<file path="src/rsc_pkg.sv">
package rsc_pkg;

	// register offsets (not all multiples of four, so these are word indices)
	localparam logic [1:0] RSC_IDX_SELECT_GROUP0 = 2'h0;
	localparam logic [1:0] RSC_IDX_FORCE_ENABLE  = 2'h1;
	localparam logic [1:0] RSC_IDX_SELECT_GROUP1 = 2'h2;
	localparam logic [1:0] RSC_IDX_SELECT_GROUP2 = 2'h3;

	// byte address is four times the index; bit 4 set marks unmapped space
	localparam int RSC_ADDR_W     = 5;
	localparam int RSC_IDX_LSB    = 2;
	localparam int RSC_REG_W      = 8;
	localparam int RSC_LEVEL_W    = 3;

	// field positions
	localparam int RSC_CONV_SEL_LSB = 4;
	localparam int RSC_OUT_SEL_LSB  = 0;
	localparam int RSC_OUT0_FORCE   = 0;
	localparam int RSC_CONV0_FORCE  = 1;
	localparam int RSC_OUT1_FORCE   = 3;
	localparam int RSC_CONV1_FORCE  = 4;
	localparam int RSC_OUT2_FORCE   = 5;

	// writable bit masks; all other bits read as zero
	localparam logic [7:0] RSC_MASK_SELECT = 8'h77;
	localparam logic [7:0] RSC_MASK_FORCE  = 8'h3B;
	localparam logic [7:0] RSC_MASK_GROUP2 = 8'h07;

	localparam logic [7:0] RSC_RESET_VALUE = 8'h00;

	// level codes
	localparam logic [2:0] RSC_LEVEL_0V55 = 3'h0;
	localparam logic [2:0] RSC_LEVEL_1V1  = 3'h1;
	localparam logic [2:0] RSC_LEVEL_2V5  = 3'h2;
	localparam logic [2:0] RSC_LEVEL_4V3  = 3'h3;
	localparam logic [2:0] RSC_LEVEL_1V5  = 3'h4;

	localparam logic [1:0] RSC_RESP_OKAY   = 2'h0;
	localparam logic [1:0] RSC_RESP_SLVERR = 2'h2;

endpackage

</file>
<file path="src/rsc_reference_select_control.sv">
`timescale 1ns/10ps
`default_nettype none
// Summary of operation
// - by default each reference source turns on when its peripheral requests it.
// - all level fields reset to code zero, the 0.55 volt setting.
// - first converter level in bits 6:4 at 0x00; codes 0-4 valid.
// - first output/comparator level in bits 2:0 at 0x00.
// - second converter level in bits 6:4 at 0x02.
// - second output/comparator level in bits 2:0 at 0x02.
// - third output/comparator level in bits 2:0 at 0x03; rest unused.
// - force bit 5 at 0x01 keeps third output source running.
// - force bit 4 keeps second converter source running.
// - force bit 3 keeps second output source running.
// - force bit 1 keeps first converter source running.
// - force bit 0 keeps first output source running.
// - force bit zero leaves source following its request.
module rsc_reference_select_control
	import rsc_pkg::*;
(
	input  wire logic                   clk_sys,
	input  wire logic                   sys_rst,
	input  wire logic [RSC_ADDR_W-1:0]  s_axi_awaddr,
	input  wire logic                   s_axi_awvalid,
	output logic                        s_axi_awready,
	input  wire logic [31:0]            s_axi_wdata,
	input  wire logic [3:0]             s_axi_wstrb,
	input  wire logic                   s_axi_wvalid,
	output logic                        s_axi_wready,
	output logic [1:0]                  s_axi_bresp,
	output logic                        s_axi_bvalid,
	input  wire logic                   s_axi_bready,
	input  wire logic [RSC_ADDR_W-1:0]  s_axi_araddr,
	input  wire logic                   s_axi_arvalid,
	output logic                        s_axi_arready,
	output logic [31:0]                 s_axi_rdata,
	output logic [1:0]                  s_axi_rresp,
	output logic                        s_axi_rvalid,
	input  wire logic                   s_axi_rready,
	input  wire logic                   conv0_request,
	input  wire logic                   conv1_request,
	input  wire logic                   out0_request,
	input  wire logic                   out1_request,
	input  wire logic                   out2_request,
	output logic                        conv0_source_on,
	output logic                        conv1_source_on,
	output logic                        out0_source_on,
	output logic                        out1_source_on,
	output logic                        out2_source_on,
	output logic [RSC_LEVEL_W-1:0]      conv0_level_select,
	output logic [RSC_LEVEL_W-1:0]      conv1_level_select,
	output logic [RSC_LEVEL_W-1:0]      out0_level_select,
	output logic [RSC_LEVEL_W-1:0]      out1_level_select,
	output logic [RSC_LEVEL_W-1:0]      out2_level_select
);

	logic [7:0]            group0_q;
	logic [7:0]            force_q;
	logic [7:0]            group1_q;
	logic [7:0]            group2_q;
	logic                  aw_held_q;
	logic                  w_held_q;
	logic [RSC_ADDR_W-1:0] awaddr_q;
	logic [7:0]            wdata_q;
	logic                  wstrb0_q;
	logic                  bvalid_q;
	logic [1:0]            bresp_q;
	logic                  rvalid_q;
	logic [1:0]            rresp_q;
	logic [31:0]           rdata_q;
	logic [4:0]            req_s1_q;
	logic [4:0]            req_s2_q;
	logic                  wr_fire;
	logic [1:0]            wr_idx;
	logic                  wr_ok;
	logic [1:0]            rd_idx;
	logic                  rd_ok;

	// write channel: address and data caught independently, in either order
	assign s_axi_awready = !aw_held_q && !bvalid_q;
	assign s_axi_wready  = !w_held_q && !bvalid_q;
	assign wr_fire       = aw_held_q && w_held_q && !bvalid_q;
	assign wr_idx        = awaddr_q[RSC_IDX_LSB +: 2];
	// only the first four words are mapped; the top address bit gives an error
	assign wr_ok         = awaddr_q[RSC_ADDR_W-1] == 1'b0;

	always_ff @(posedge clk_sys)
	begin
		if (sys_rst)
		begin
			aw_held_q <= 1'b0;
			awaddr_q  <= '0;
		end
		else if (s_axi_awvalid && s_axi_awready)
		begin
			aw_held_q <= 1'b1;
			awaddr_q  <= s_axi_awaddr;
		end
		else if (wr_fire)
		begin
			aw_held_q <= 1'b0;
		end
	end

	always_ff @(posedge clk_sys)
	begin
		if (sys_rst)
		begin
			w_held_q <= 1'b0;
			wdata_q  <= '0;
			wstrb0_q <= 1'b0;
		end
		else if (s_axi_wvalid && s_axi_wready)
		begin
			w_held_q <= 1'b1;
			wdata_q  <= s_axi_wdata[7:0];
			wstrb0_q <= s_axi_wstrb[0];
		end
		else if (wr_fire)
		begin
			w_held_q <= 1'b0;
		end
	end

	always_ff @(posedge clk_sys)
	begin
		if (sys_rst)
		begin
			bvalid_q <= 1'b0;
			bresp_q  <= RSC_RESP_OKAY;
		end
		else if (wr_fire)
		begin
			bvalid_q <= 1'b1;
			bresp_q  <= wr_ok ? RSC_RESP_OKAY : RSC_RESP_SLVERR;
		end
		else if (s_axi_bready)
		begin
			bvalid_q <= 1'b0;
		end
	end

	assign s_axi_bvalid = bvalid_q;
	assign s_axi_bresp  = bresp_q;

	// register bank; byte lane 0 carries the data, masks drop unused bits
	always_ff @(posedge clk_sys)
	begin
		if (sys_rst)
		begin
			group0_q <= RSC_RESET_VALUE;
		end
		else if (wr_fire && wr_ok && wstrb0_q && wr_idx == RSC_IDX_SELECT_GROUP0)
		begin
			group0_q <= wdata_q & RSC_MASK_SELECT;
		end
	end

	// force bits take effect one edge after the write, with no synchroniser
	always_ff @(posedge clk_sys)
	begin
		if (sys_rst)
		begin
			force_q <= RSC_RESET_VALUE;
		end
		else if (wr_fire && wr_ok && wstrb0_q && wr_idx == RSC_IDX_FORCE_ENABLE)
		begin
			force_q <= wdata_q & RSC_MASK_FORCE;
		end
	end

	always_ff @(posedge clk_sys)
	begin
		if (sys_rst)
		begin
			group1_q <= RSC_RESET_VALUE;
		end
		else if (wr_fire && wr_ok && wstrb0_q && wr_idx == RSC_IDX_SELECT_GROUP1)
		begin
			group1_q <= wdata_q & RSC_MASK_SELECT;
		end
	end

	always_ff @(posedge clk_sys)
	begin
		if (sys_rst)
		begin
			group2_q <= RSC_RESET_VALUE;
		end
		else if (wr_fire && wr_ok && wstrb0_q && wr_idx == RSC_IDX_SELECT_GROUP2)
		begin
			group2_q <= wdata_q & RSC_MASK_GROUP2;
		end
	end

	// read channel: one cycle from address accept to data valid
	assign s_axi_arready = !rvalid_q;
	assign rd_idx        = s_axi_araddr[RSC_IDX_LSB +: 2];
	assign rd_ok         = s_axi_araddr[RSC_ADDR_W-1] == 1'b0;

	always_ff @(posedge clk_sys)
	begin
		if (sys_rst)
		begin
			rvalid_q <= 1'b0;
			rresp_q  <= RSC_RESP_OKAY;
		end
		else if (s_axi_arvalid && s_axi_arready)
		begin
			rvalid_q <= 1'b1;
			rresp_q  <= rd_ok ? RSC_RESP_OKAY : RSC_RESP_SLVERR;
		end
		else if (s_axi_rready)
		begin
			rvalid_q <= 1'b0;
		end
	end

	// read data is captured once per accepted address and then held
	always_ff @(posedge clk_sys)
	begin
		if (sys_rst)
		begin
			rdata_q <= '0;
		end
		else if (s_axi_arvalid && s_axi_arready)
		begin
			if (!rd_ok)
			begin
				rdata_q <= '0;
			end
			else if (rd_idx == RSC_IDX_SELECT_GROUP0)
			begin
				rdata_q <= {24'h000000, group0_q};
			end
			else if (rd_idx == RSC_IDX_FORCE_ENABLE)
			begin
				rdata_q <= {24'h000000, force_q};
			end
			else if (rd_idx == RSC_IDX_SELECT_GROUP1)
			begin
				rdata_q <= {24'h000000, group1_q};
			end
			else
			begin
				rdata_q <= {24'h000000, group2_q};
			end
		end
	end

	assign s_axi_rvalid = rvalid_q;
	assign s_axi_rresp  = rresp_q;
	assign s_axi_rdata  = rdata_q;

	// requests come from analog blocks on other clocks, so two flops first
	always_ff @(posedge clk_sys)
	begin
		if (sys_rst)
		begin
			req_s1_q <= '0;
			req_s2_q <= '0;
		end
		else
		begin
			req_s1_q <= {out2_request, conv1_request, out1_request,
				conv0_request, out0_request};
			req_s2_q <= req_s1_q;
		end
	end

	// source enables registered so outputs are glitch free toward the analog side
	always_ff @(posedge clk_sys)
	begin
		if (sys_rst)
		begin
			out0_source_on <= 1'b0;
		end
		else
		begin
			out0_source_on <= req_s2_q[0] | force_q[RSC_OUT0_FORCE];
		end
	end

	always_ff @(posedge clk_sys)
	begin
		if (sys_rst)
		begin
			conv0_source_on <= 1'b0;
		end
		else
		begin
			conv0_source_on <= req_s2_q[1] | force_q[RSC_CONV0_FORCE];
		end
	end

	always_ff @(posedge clk_sys)
	begin
		if (sys_rst)
		begin
			out1_source_on <= 1'b0;
		end
		else
		begin
			out1_source_on <= req_s2_q[2] | force_q[RSC_OUT1_FORCE];
		end
	end

	// forcing trades start-up time for standing power; software picks
	always_ff @(posedge clk_sys)
	begin
		if (sys_rst)
		begin
			conv1_source_on <= 1'b0;
		end
		else
		begin
			conv1_source_on <= req_s2_q[3] | force_q[RSC_CONV1_FORCE];
		end
	end

	always_ff @(posedge clk_sys)
	begin
		if (sys_rst)
		begin
			out2_source_on <= 1'b0;
		end
		else
		begin
			out2_source_on <= req_s2_q[4] | force_q[RSC_OUT2_FORCE];
		end
	end

	// level codes pass unchanged; reserved codes are not filtered
	assign conv0_level_select = group0_q[RSC_CONV_SEL_LSB +: RSC_LEVEL_W];
	assign out0_level_select  = group0_q[RSC_OUT_SEL_LSB +: RSC_LEVEL_W];
	assign conv1_level_select = group1_q[RSC_CONV_SEL_LSB +: RSC_LEVEL_W];
	assign out1_level_select  = group1_q[RSC_OUT_SEL_LSB +: RSC_LEVEL_W];
	assign out2_level_select  = group2_q[RSC_OUT_SEL_LSB +: RSC_LEVEL_W];

endmodule
`default_nettype wire

</file>
<file path="config.mk">
export PLATFORM = sky130hd
export DESIGN_NAME = rsc_reference_select_control
export DESIGN_NICKNAME = d
export VERILOG_FILES = /design/src/rsc_pkg.sv /design/src/rsc_reference_select_control.sv
export SDC_FILE = /design/constraint.sdc
export NUM_CORES = 1
export LEC_CHECK = 0
export CAP_MARGIN = 30
export CORE_MARGIN = 2
export CORE_UTILIZATION = 49
export CTS_CLUSTER_SIZE = 14
export DETAILED_ROUTE_END_ITERATION = 8
export DONT_BUFFER_PORTS = 1
export GPL_ROUTABILITY_DRIVEN = 0
export RECOVER_POWER = 100
export SYNTH_ARGS = -nofsm -noshare
export SYNTH_HDL_FRONTEND = slang
export SYNTH_SLANG_ARGS = --single-unit
</file>
<file path="constraint.sdc">
create_clock -name clk_sys -period 1.7 [get_ports clk_sys]
set_input_delay 0.085 -clock clk_sys [delete_from_list [all_inputs] [get_ports clk_sys]]
set_output_delay 0.085 -clock clk_sys [all_outputs]
set_load 0.03 [all_outputs]
</file>
* Word level (Yosys, flattened, before mapping)
Cells that the tools add are included.
** Operators by class
- Equality and inequality tests :: 5
- Mux-type cells :: 13
- Bitwise gates (word level) :: 6
- Reduce and logical (&&, ||, !) cells :: 23
** Operator list (number)
- $mux W7 :: 4
- $logic_and A1 B1 Y1 :: 13
- $reduce_bool A2 Y1 :: 4
- $mux W1 :: 7
- $eq A2 B2 Y1 const B :: 3
- $or A1 B1 Y1 :: 5
- $eq A2 B1 Y1 const B :: 2
- $logic_not A1 Y1 :: 4
- $logic_not A2 Y1 :: 2
- $mux W2 :: 2
- $not A1 Y1 :: 1
** Storage, ports and cells
- Register bits after elaboration :: 88
- Bits of input ports :: 58
- Output and inout bits :: 61
- Word-level logic and storage cells :: 68

* Logic depth before layout (Yosys ltp)
- Word-level depth :: 5
- Mapped depth :: 4

* Least setup slack after synthesis
OpenSTA, ideal clock, no wires.
- Kind :: reg2reg
- Start point :: register rvalid_q, in the netlist s_axi_rvalid
- End point :: register rdata_q[2], in the netlist s_axi_rdata[2]
- Library setup time :: 69 ps
- Arrival time :: 1229 ps
- Data required time :: 1631 ps
- Setup slack :: 402 ps
- Stages on the path, launching flop included :: 5
- Period minus slack after synthesis :: 1298 ps
- Path through :: dfxtp_1 -> nand2b_1 -> buf_2 -> or3_1 -> o21ai_1
** On the way
- Word-level cells in the longest chain between the ends :: 2
** RTL lines
- start: declaration :: RTL line rsc_reference_select_control.sv:67 : logic rvalid_q;
- start signal: assignment :: RTL line rsc_reference_select_control.sv:204 : rvalid_q <= 1'b0;
- start signal: assignment :: RTL line rsc_reference_select_control.sv:209 : rvalid_q <= 1'b1;
- start signal: assignment :: RTL line rsc_reference_select_control.sv:214 : rvalid_q <= 1'b0;
- $logic_not A1 Y1 :: RTL line rsc_reference_select_control.sv:196 : assign s_axi_arready = !rvalid_q;
- $logic_and A1 B1 Y1 :: RTL line rsc_reference_select_control.sv:225 : else if (s_axi_arvalid && s_axi_arready)
- end signal: assignment :: RTL line rsc_reference_select_control.sv:233 : rdata_q <= {24'h000000, group0_q};
- end signal: assignment :: RTL line rsc_reference_select_control.sv:237 : rdata_q <= {24'h000000, force_q};
- end signal: assignment :: RTL line rsc_reference_select_control.sv:241 : rdata_q <= {24'h000000, group1_q};
- end: declaration :: RTL line rsc_reference_select_control.sv:69 : logic [31:0] rdata_q;
Every way passes these cells.
A chain may end at the register's enable or synchronous reset.

* Worst setup path after layout
- Start point :: register bvalid_q, in the netlist s_axi_bvalid
- End point :: output port s_axi_awready
** On the way
- Word-level cells in the longest chain between the ends :: 2
** RTL lines
- start: declaration :: RTL line rsc_reference_select_control.sv:65 : logic bvalid_q;
- start signal: assignment :: RTL line rsc_reference_select_control.sv:128 : bvalid_q <= 1'b0;
- start signal: assignment :: RTL line rsc_reference_select_control.sv:133 : bvalid_q <= 1'b1;
- start signal: assignment :: RTL line rsc_reference_select_control.sv:138 : bvalid_q <= 1'b0;
- $logic_not A1 Y1 :: RTL line rsc_reference_select_control.sv:79 : assign s_axi_awready = !aw_held_q && !bvalid_q;
- $logic_and A1 B1 Y1 :: RTL line rsc_reference_select_control.sv:79
- end: declaration :: RTL line rsc_reference_select_control.sv:24 : output logic s_axi_awready,
Every way passes these cells.

==> results.toml <==
[run_status]
run_status = "completed"

[power_and_ir_drop]
cell_int_power_uw = 2190
ir_worst_vdd_mv = 0.487
share_clk_of_total_power_pct = 39.9
power_density_nw_per_um2 = 1040
power.sequential.fraction_pct = 49.7
power.static_leakage_uw = 0.00108
switching_share_pct = 26.3
power_switching_uw = 780
share_of_total_power_in_combinational_logic_pct = 10.4

[finish]
final-seq-area_um2 = 1180
syn_to_final_growth_pct = 14.6
multiInputGateArea_um2 = 1120
number_of_fill_cells_in_the_layout = 464
antenna_cells = 0
final_core_util_pct = 59.2
nets = 348
layout-drive-gt1-share_pct = 9.52

[critical_path]
number_of_cells_traversed_by_the_worst_register_to_register_path = 3
timing.rr.end = "group0_q[1]"
crit_path_max_fo = 7
ff2ff_setup_slack_ps = 310
regToRegStartpoint = "wstrb0_q"
worstSetupEndpointType = "primary output"
worstPathArrival_ps = 1340
worst-endpoint-required_ps = 1620
worstSetupPathType = "reg -> out"
critPathLaunchType = "flop"

[synth]
synth-simple-area-share_pct = 20.8
ys_seq_area_share_pct = 47.5
synth_compound_area_share_pct = 11.5
arithmetic_cell_share_of_the_synthesized_area_counting_full_adders_half_adders_and_majority_gates_pct = 0
synth_top_family_by_area = "simple AND/OR/NAND/NOR gates"
synth_edf_count = 0
synthesis.area_um2 = 2490
synth_seq_cells = 59
synth.yosys.warnings = 0
yosys_most_used_dff = "dfxtp_1"
synth_top_area_cell = "dfxtp_1"
post-synth-top-count-cell = "dfxtp_1"
synth.mux.area_fraction_pct = 8.70
synth_xor_area_share_pct = 0
ys_top_cells_by_count = "dfxtp_1, nor2_1, buf_4"
async_flop_share_pct = 0
syn-mean-instance-area_um2 = 9.39
fraction_of_synthesized_cell_area_taken_by_the_top_area_cell_type_pct = 47.5
syn-instance-count = 265
netlist_top_cells_area = "dfxtp_1, buf_4, mux2i_1"
yosysUniqueCellTypes = 33

[cts]
clock_insertion_delay_worst_skew_ps = 330
cts.root.buffer_cell = "clkbuf_8"
post_cts_resize_count = 0
cts-htree-levels = 3
clock_path_buffers = 2
postCtsSetupRepairBufs = 0
numCtsBuffers = 9
tritoncts = "yes"
cts_sinks = 59
clkSlewWorstSetupHoldPaths_ps = 70

[sta]
min_period_ps = 1430
timing.max_slew.rel_slack_pct = 63.9
skew_ps = 8.95
final_max_slew_viols = 0
unrepaired_setup_endpoints_after_global_routing = "no"
clock.fmax_mhz = 702
final.setup.tns_ps = 0
setup_viol = 0
final_hold_viol_count = 0
final_min_period_over_clock_period_pct = 83.9
slew_at_the_pin_closest_to_its_max_slew_limit_ps = 539

[route]
drt-initial-drc-count = 149
routed_wirelength_um = 5300
detail_route.vias_per_cell = 5.14
ant_nets = 0
routed_wire_length_per_instance_um = 14.7
detailedRoute.firstPassIterationCount = 4
drc = 0
num_vias = 1857

[global_routing]
grt_use_total_pct = 20.0
largest_net_degree_at_the_start_of_global_routing = 61
via_count_of_the_first_global_routing_pass = 1672
grt_antenna_before_repair = 0
grt_first_pass_wirelength_um = 8270
grt_remaining_overflow = 0

[place]
detailed_place_hpwl_um = 3350
port_buffer_cells = 0

[min_path]
worst_hold_startpoint = "s_axi_araddr[3]"
worst_hold_path.num_cells = 2
min_delay_worst_endpoint = "s_axi_rdata[4]"
timing.hold.worst.class = "in -> reg"

[floorplanning]
die_height_um = 75.3
num_rows = 25
ioPinCount = 119
die_x_um = 75.3
floorplan.initialDensity_pct = 51.7
dieArea_um2 = 5660
core-area_um2 = 4820

[run]
drv.max_cap_violation_count = 0
[critical path, cell delays in order, from the launching register on]
cell,delay (ps)
dfxtp_1,370
buf_4,200
nor2_1,440
[cell usage in the layout (no fill, tap or decap), drive strengths merged]
| cell type | netlist | layout |
|---|---|---|
| dfxtp | 59 | 59 |
| nor2 | 30 | 30 |
| conb | 1 | 27 |
| a21oi | 26 | 26 |
| o21ai | 23 | 23 |
| dlygate4sd3 | 0 | 21 |
| nand3 | 20 | 20 |
| mux2i | 16 | 16 |
| clkbuf | 7 | 14 |
| nor2b | 11 | 11 |
| nand2b | 5 | 5 |
| buf | 36 | 5 |
| nand3b | 4 | 4 |
| clkinv | 0 | 4 |
| nand2 | 3 | 3 |
| a22oi | 3 | 3 |
| nor3b | 3 | 3 |
| and4bb | 2 | 2 |
| nand4bb | 2 | 2 |
| a2bb2oi | 2 | 2 |
| mux4 | 2 | 2 |
| inv | 1 | 1 |
| nand4b | 1 | 1 |
| and3b | 1 | 1 |
| and4b | 1 | 1 |
| nor4b | 1 | 1 |
| or4b | 1 | 1 |
| or4 | 1 | 1 |
| or3 | 1 | 1 |
| nor4bb | 1 | 1 |
| mux2 | 1 | 1 |
| clkinvlp | 0 | 1 |
| bufinv | 0 | 1 |
[kinds of logic (layout without fill, tap and decap cells)]
logic type / Yosys count / count (layout)
buffers and inverters: 44 / 47
other: 1 / 27
flip-flops: 59 / 59
multiplexers: 19 / 19
AND/OR/NAND/NOR: 88 / 88
AO/OA/AOI/OAI: 54 / 54
[power groups by stage]
stage                     registers [uW]  clock network [uW]  logic [uW]
final                               1480                1180         309
after global routing                1490                1260         337
after CTS                           1480                1210         314
after detailed placement            1510                   0         248
after global placement              1510                   0         247
after floorplan                     1500                   0         290
[flip-flops by register name (all words and copies together), names as in the netlist]
signal / flops
s_axi_bvalid: 1
s_axi_rdata: 7
aw_held_q: 1
w_held_q: 1
group1_q: 6
req_s2_q: 5
req_s1_q: 5
awaddr_q: 3
out1_source_on: 1
group2_q: 3
force_q: 5
wstrb0_q: 1
s_axi_rvalid: 1
out0_source_on: 1
out2_source_on: 1
s_axi_rresp: 1
s_axi_bresp: 1
conv1_source_on: 1
conv0_source_on: 1
wdata_q: 7
group0_q: 6
[routing by layer]
layer | vias up | track usage [%] | wire, um
met3 | 9 | 6.83 | 415
met1 | 862 | 25.7 | 2410
met5 | - | 0 | 0
met4 | 0 | 10.9 | 91
met2 | 68 | 29.5 | 2380
li1 | 918 | - | -
[final cells by class]
cell class              count  area share [%]
repair buffers             31            9.83
flip-flops and latches     59            41.4
well taps                  67            2.94
inverters                   1           0.132
multi-input cells         188            39.3
clock inverters             6            2.02
clock buffers               9            4.34
[through the flow]
step | cell area [um^2] | std cells | worst slack, ps | hold slack, ps | total power [uW]
finish | 2850 | 361 | 275 | 22.3 | 2970
global route | 2850 | 361 | 184 | 32.6 | 3090
CTS | 2870 | 361 | 246 | 8.75 | 3010
detailed placement | 2460 | 324 | 371 | 162 | 1760
global placement | 2460 | 324 | 388 | 160 | 1760
floorplan | 2590 | 291 | 402 | 213 | 1790
[worst max-delay path by stage]
stage / start / slack, ps / to / depth (start not counted)
final: s_axi_bvalid / 270 / s_axi_awready / 2
after CTS: s_axi_bvalid / 250 / s_axi_awready / 2
after global routing: s_axi_bvalid / 180 / group1_q[6] / 4
after floorplan: s_axi_rvalid / 400 / s_axi_rdata[2] / 4
after detailed placement: wstrb0_q / 370 / group0_q[1] / 3
after global placement: wstrb0_q / 390 / group0_q[6] / 3
[repair_timing]
| item | in CTS | in global routing |
|---|---|---|
| hold buffers | 22 | 0 |
| endpoints found under the hold margin | 59 | 0 |
| setup endpoints to repair | 0 | 0 |
(Power assumes the default switching activity.)
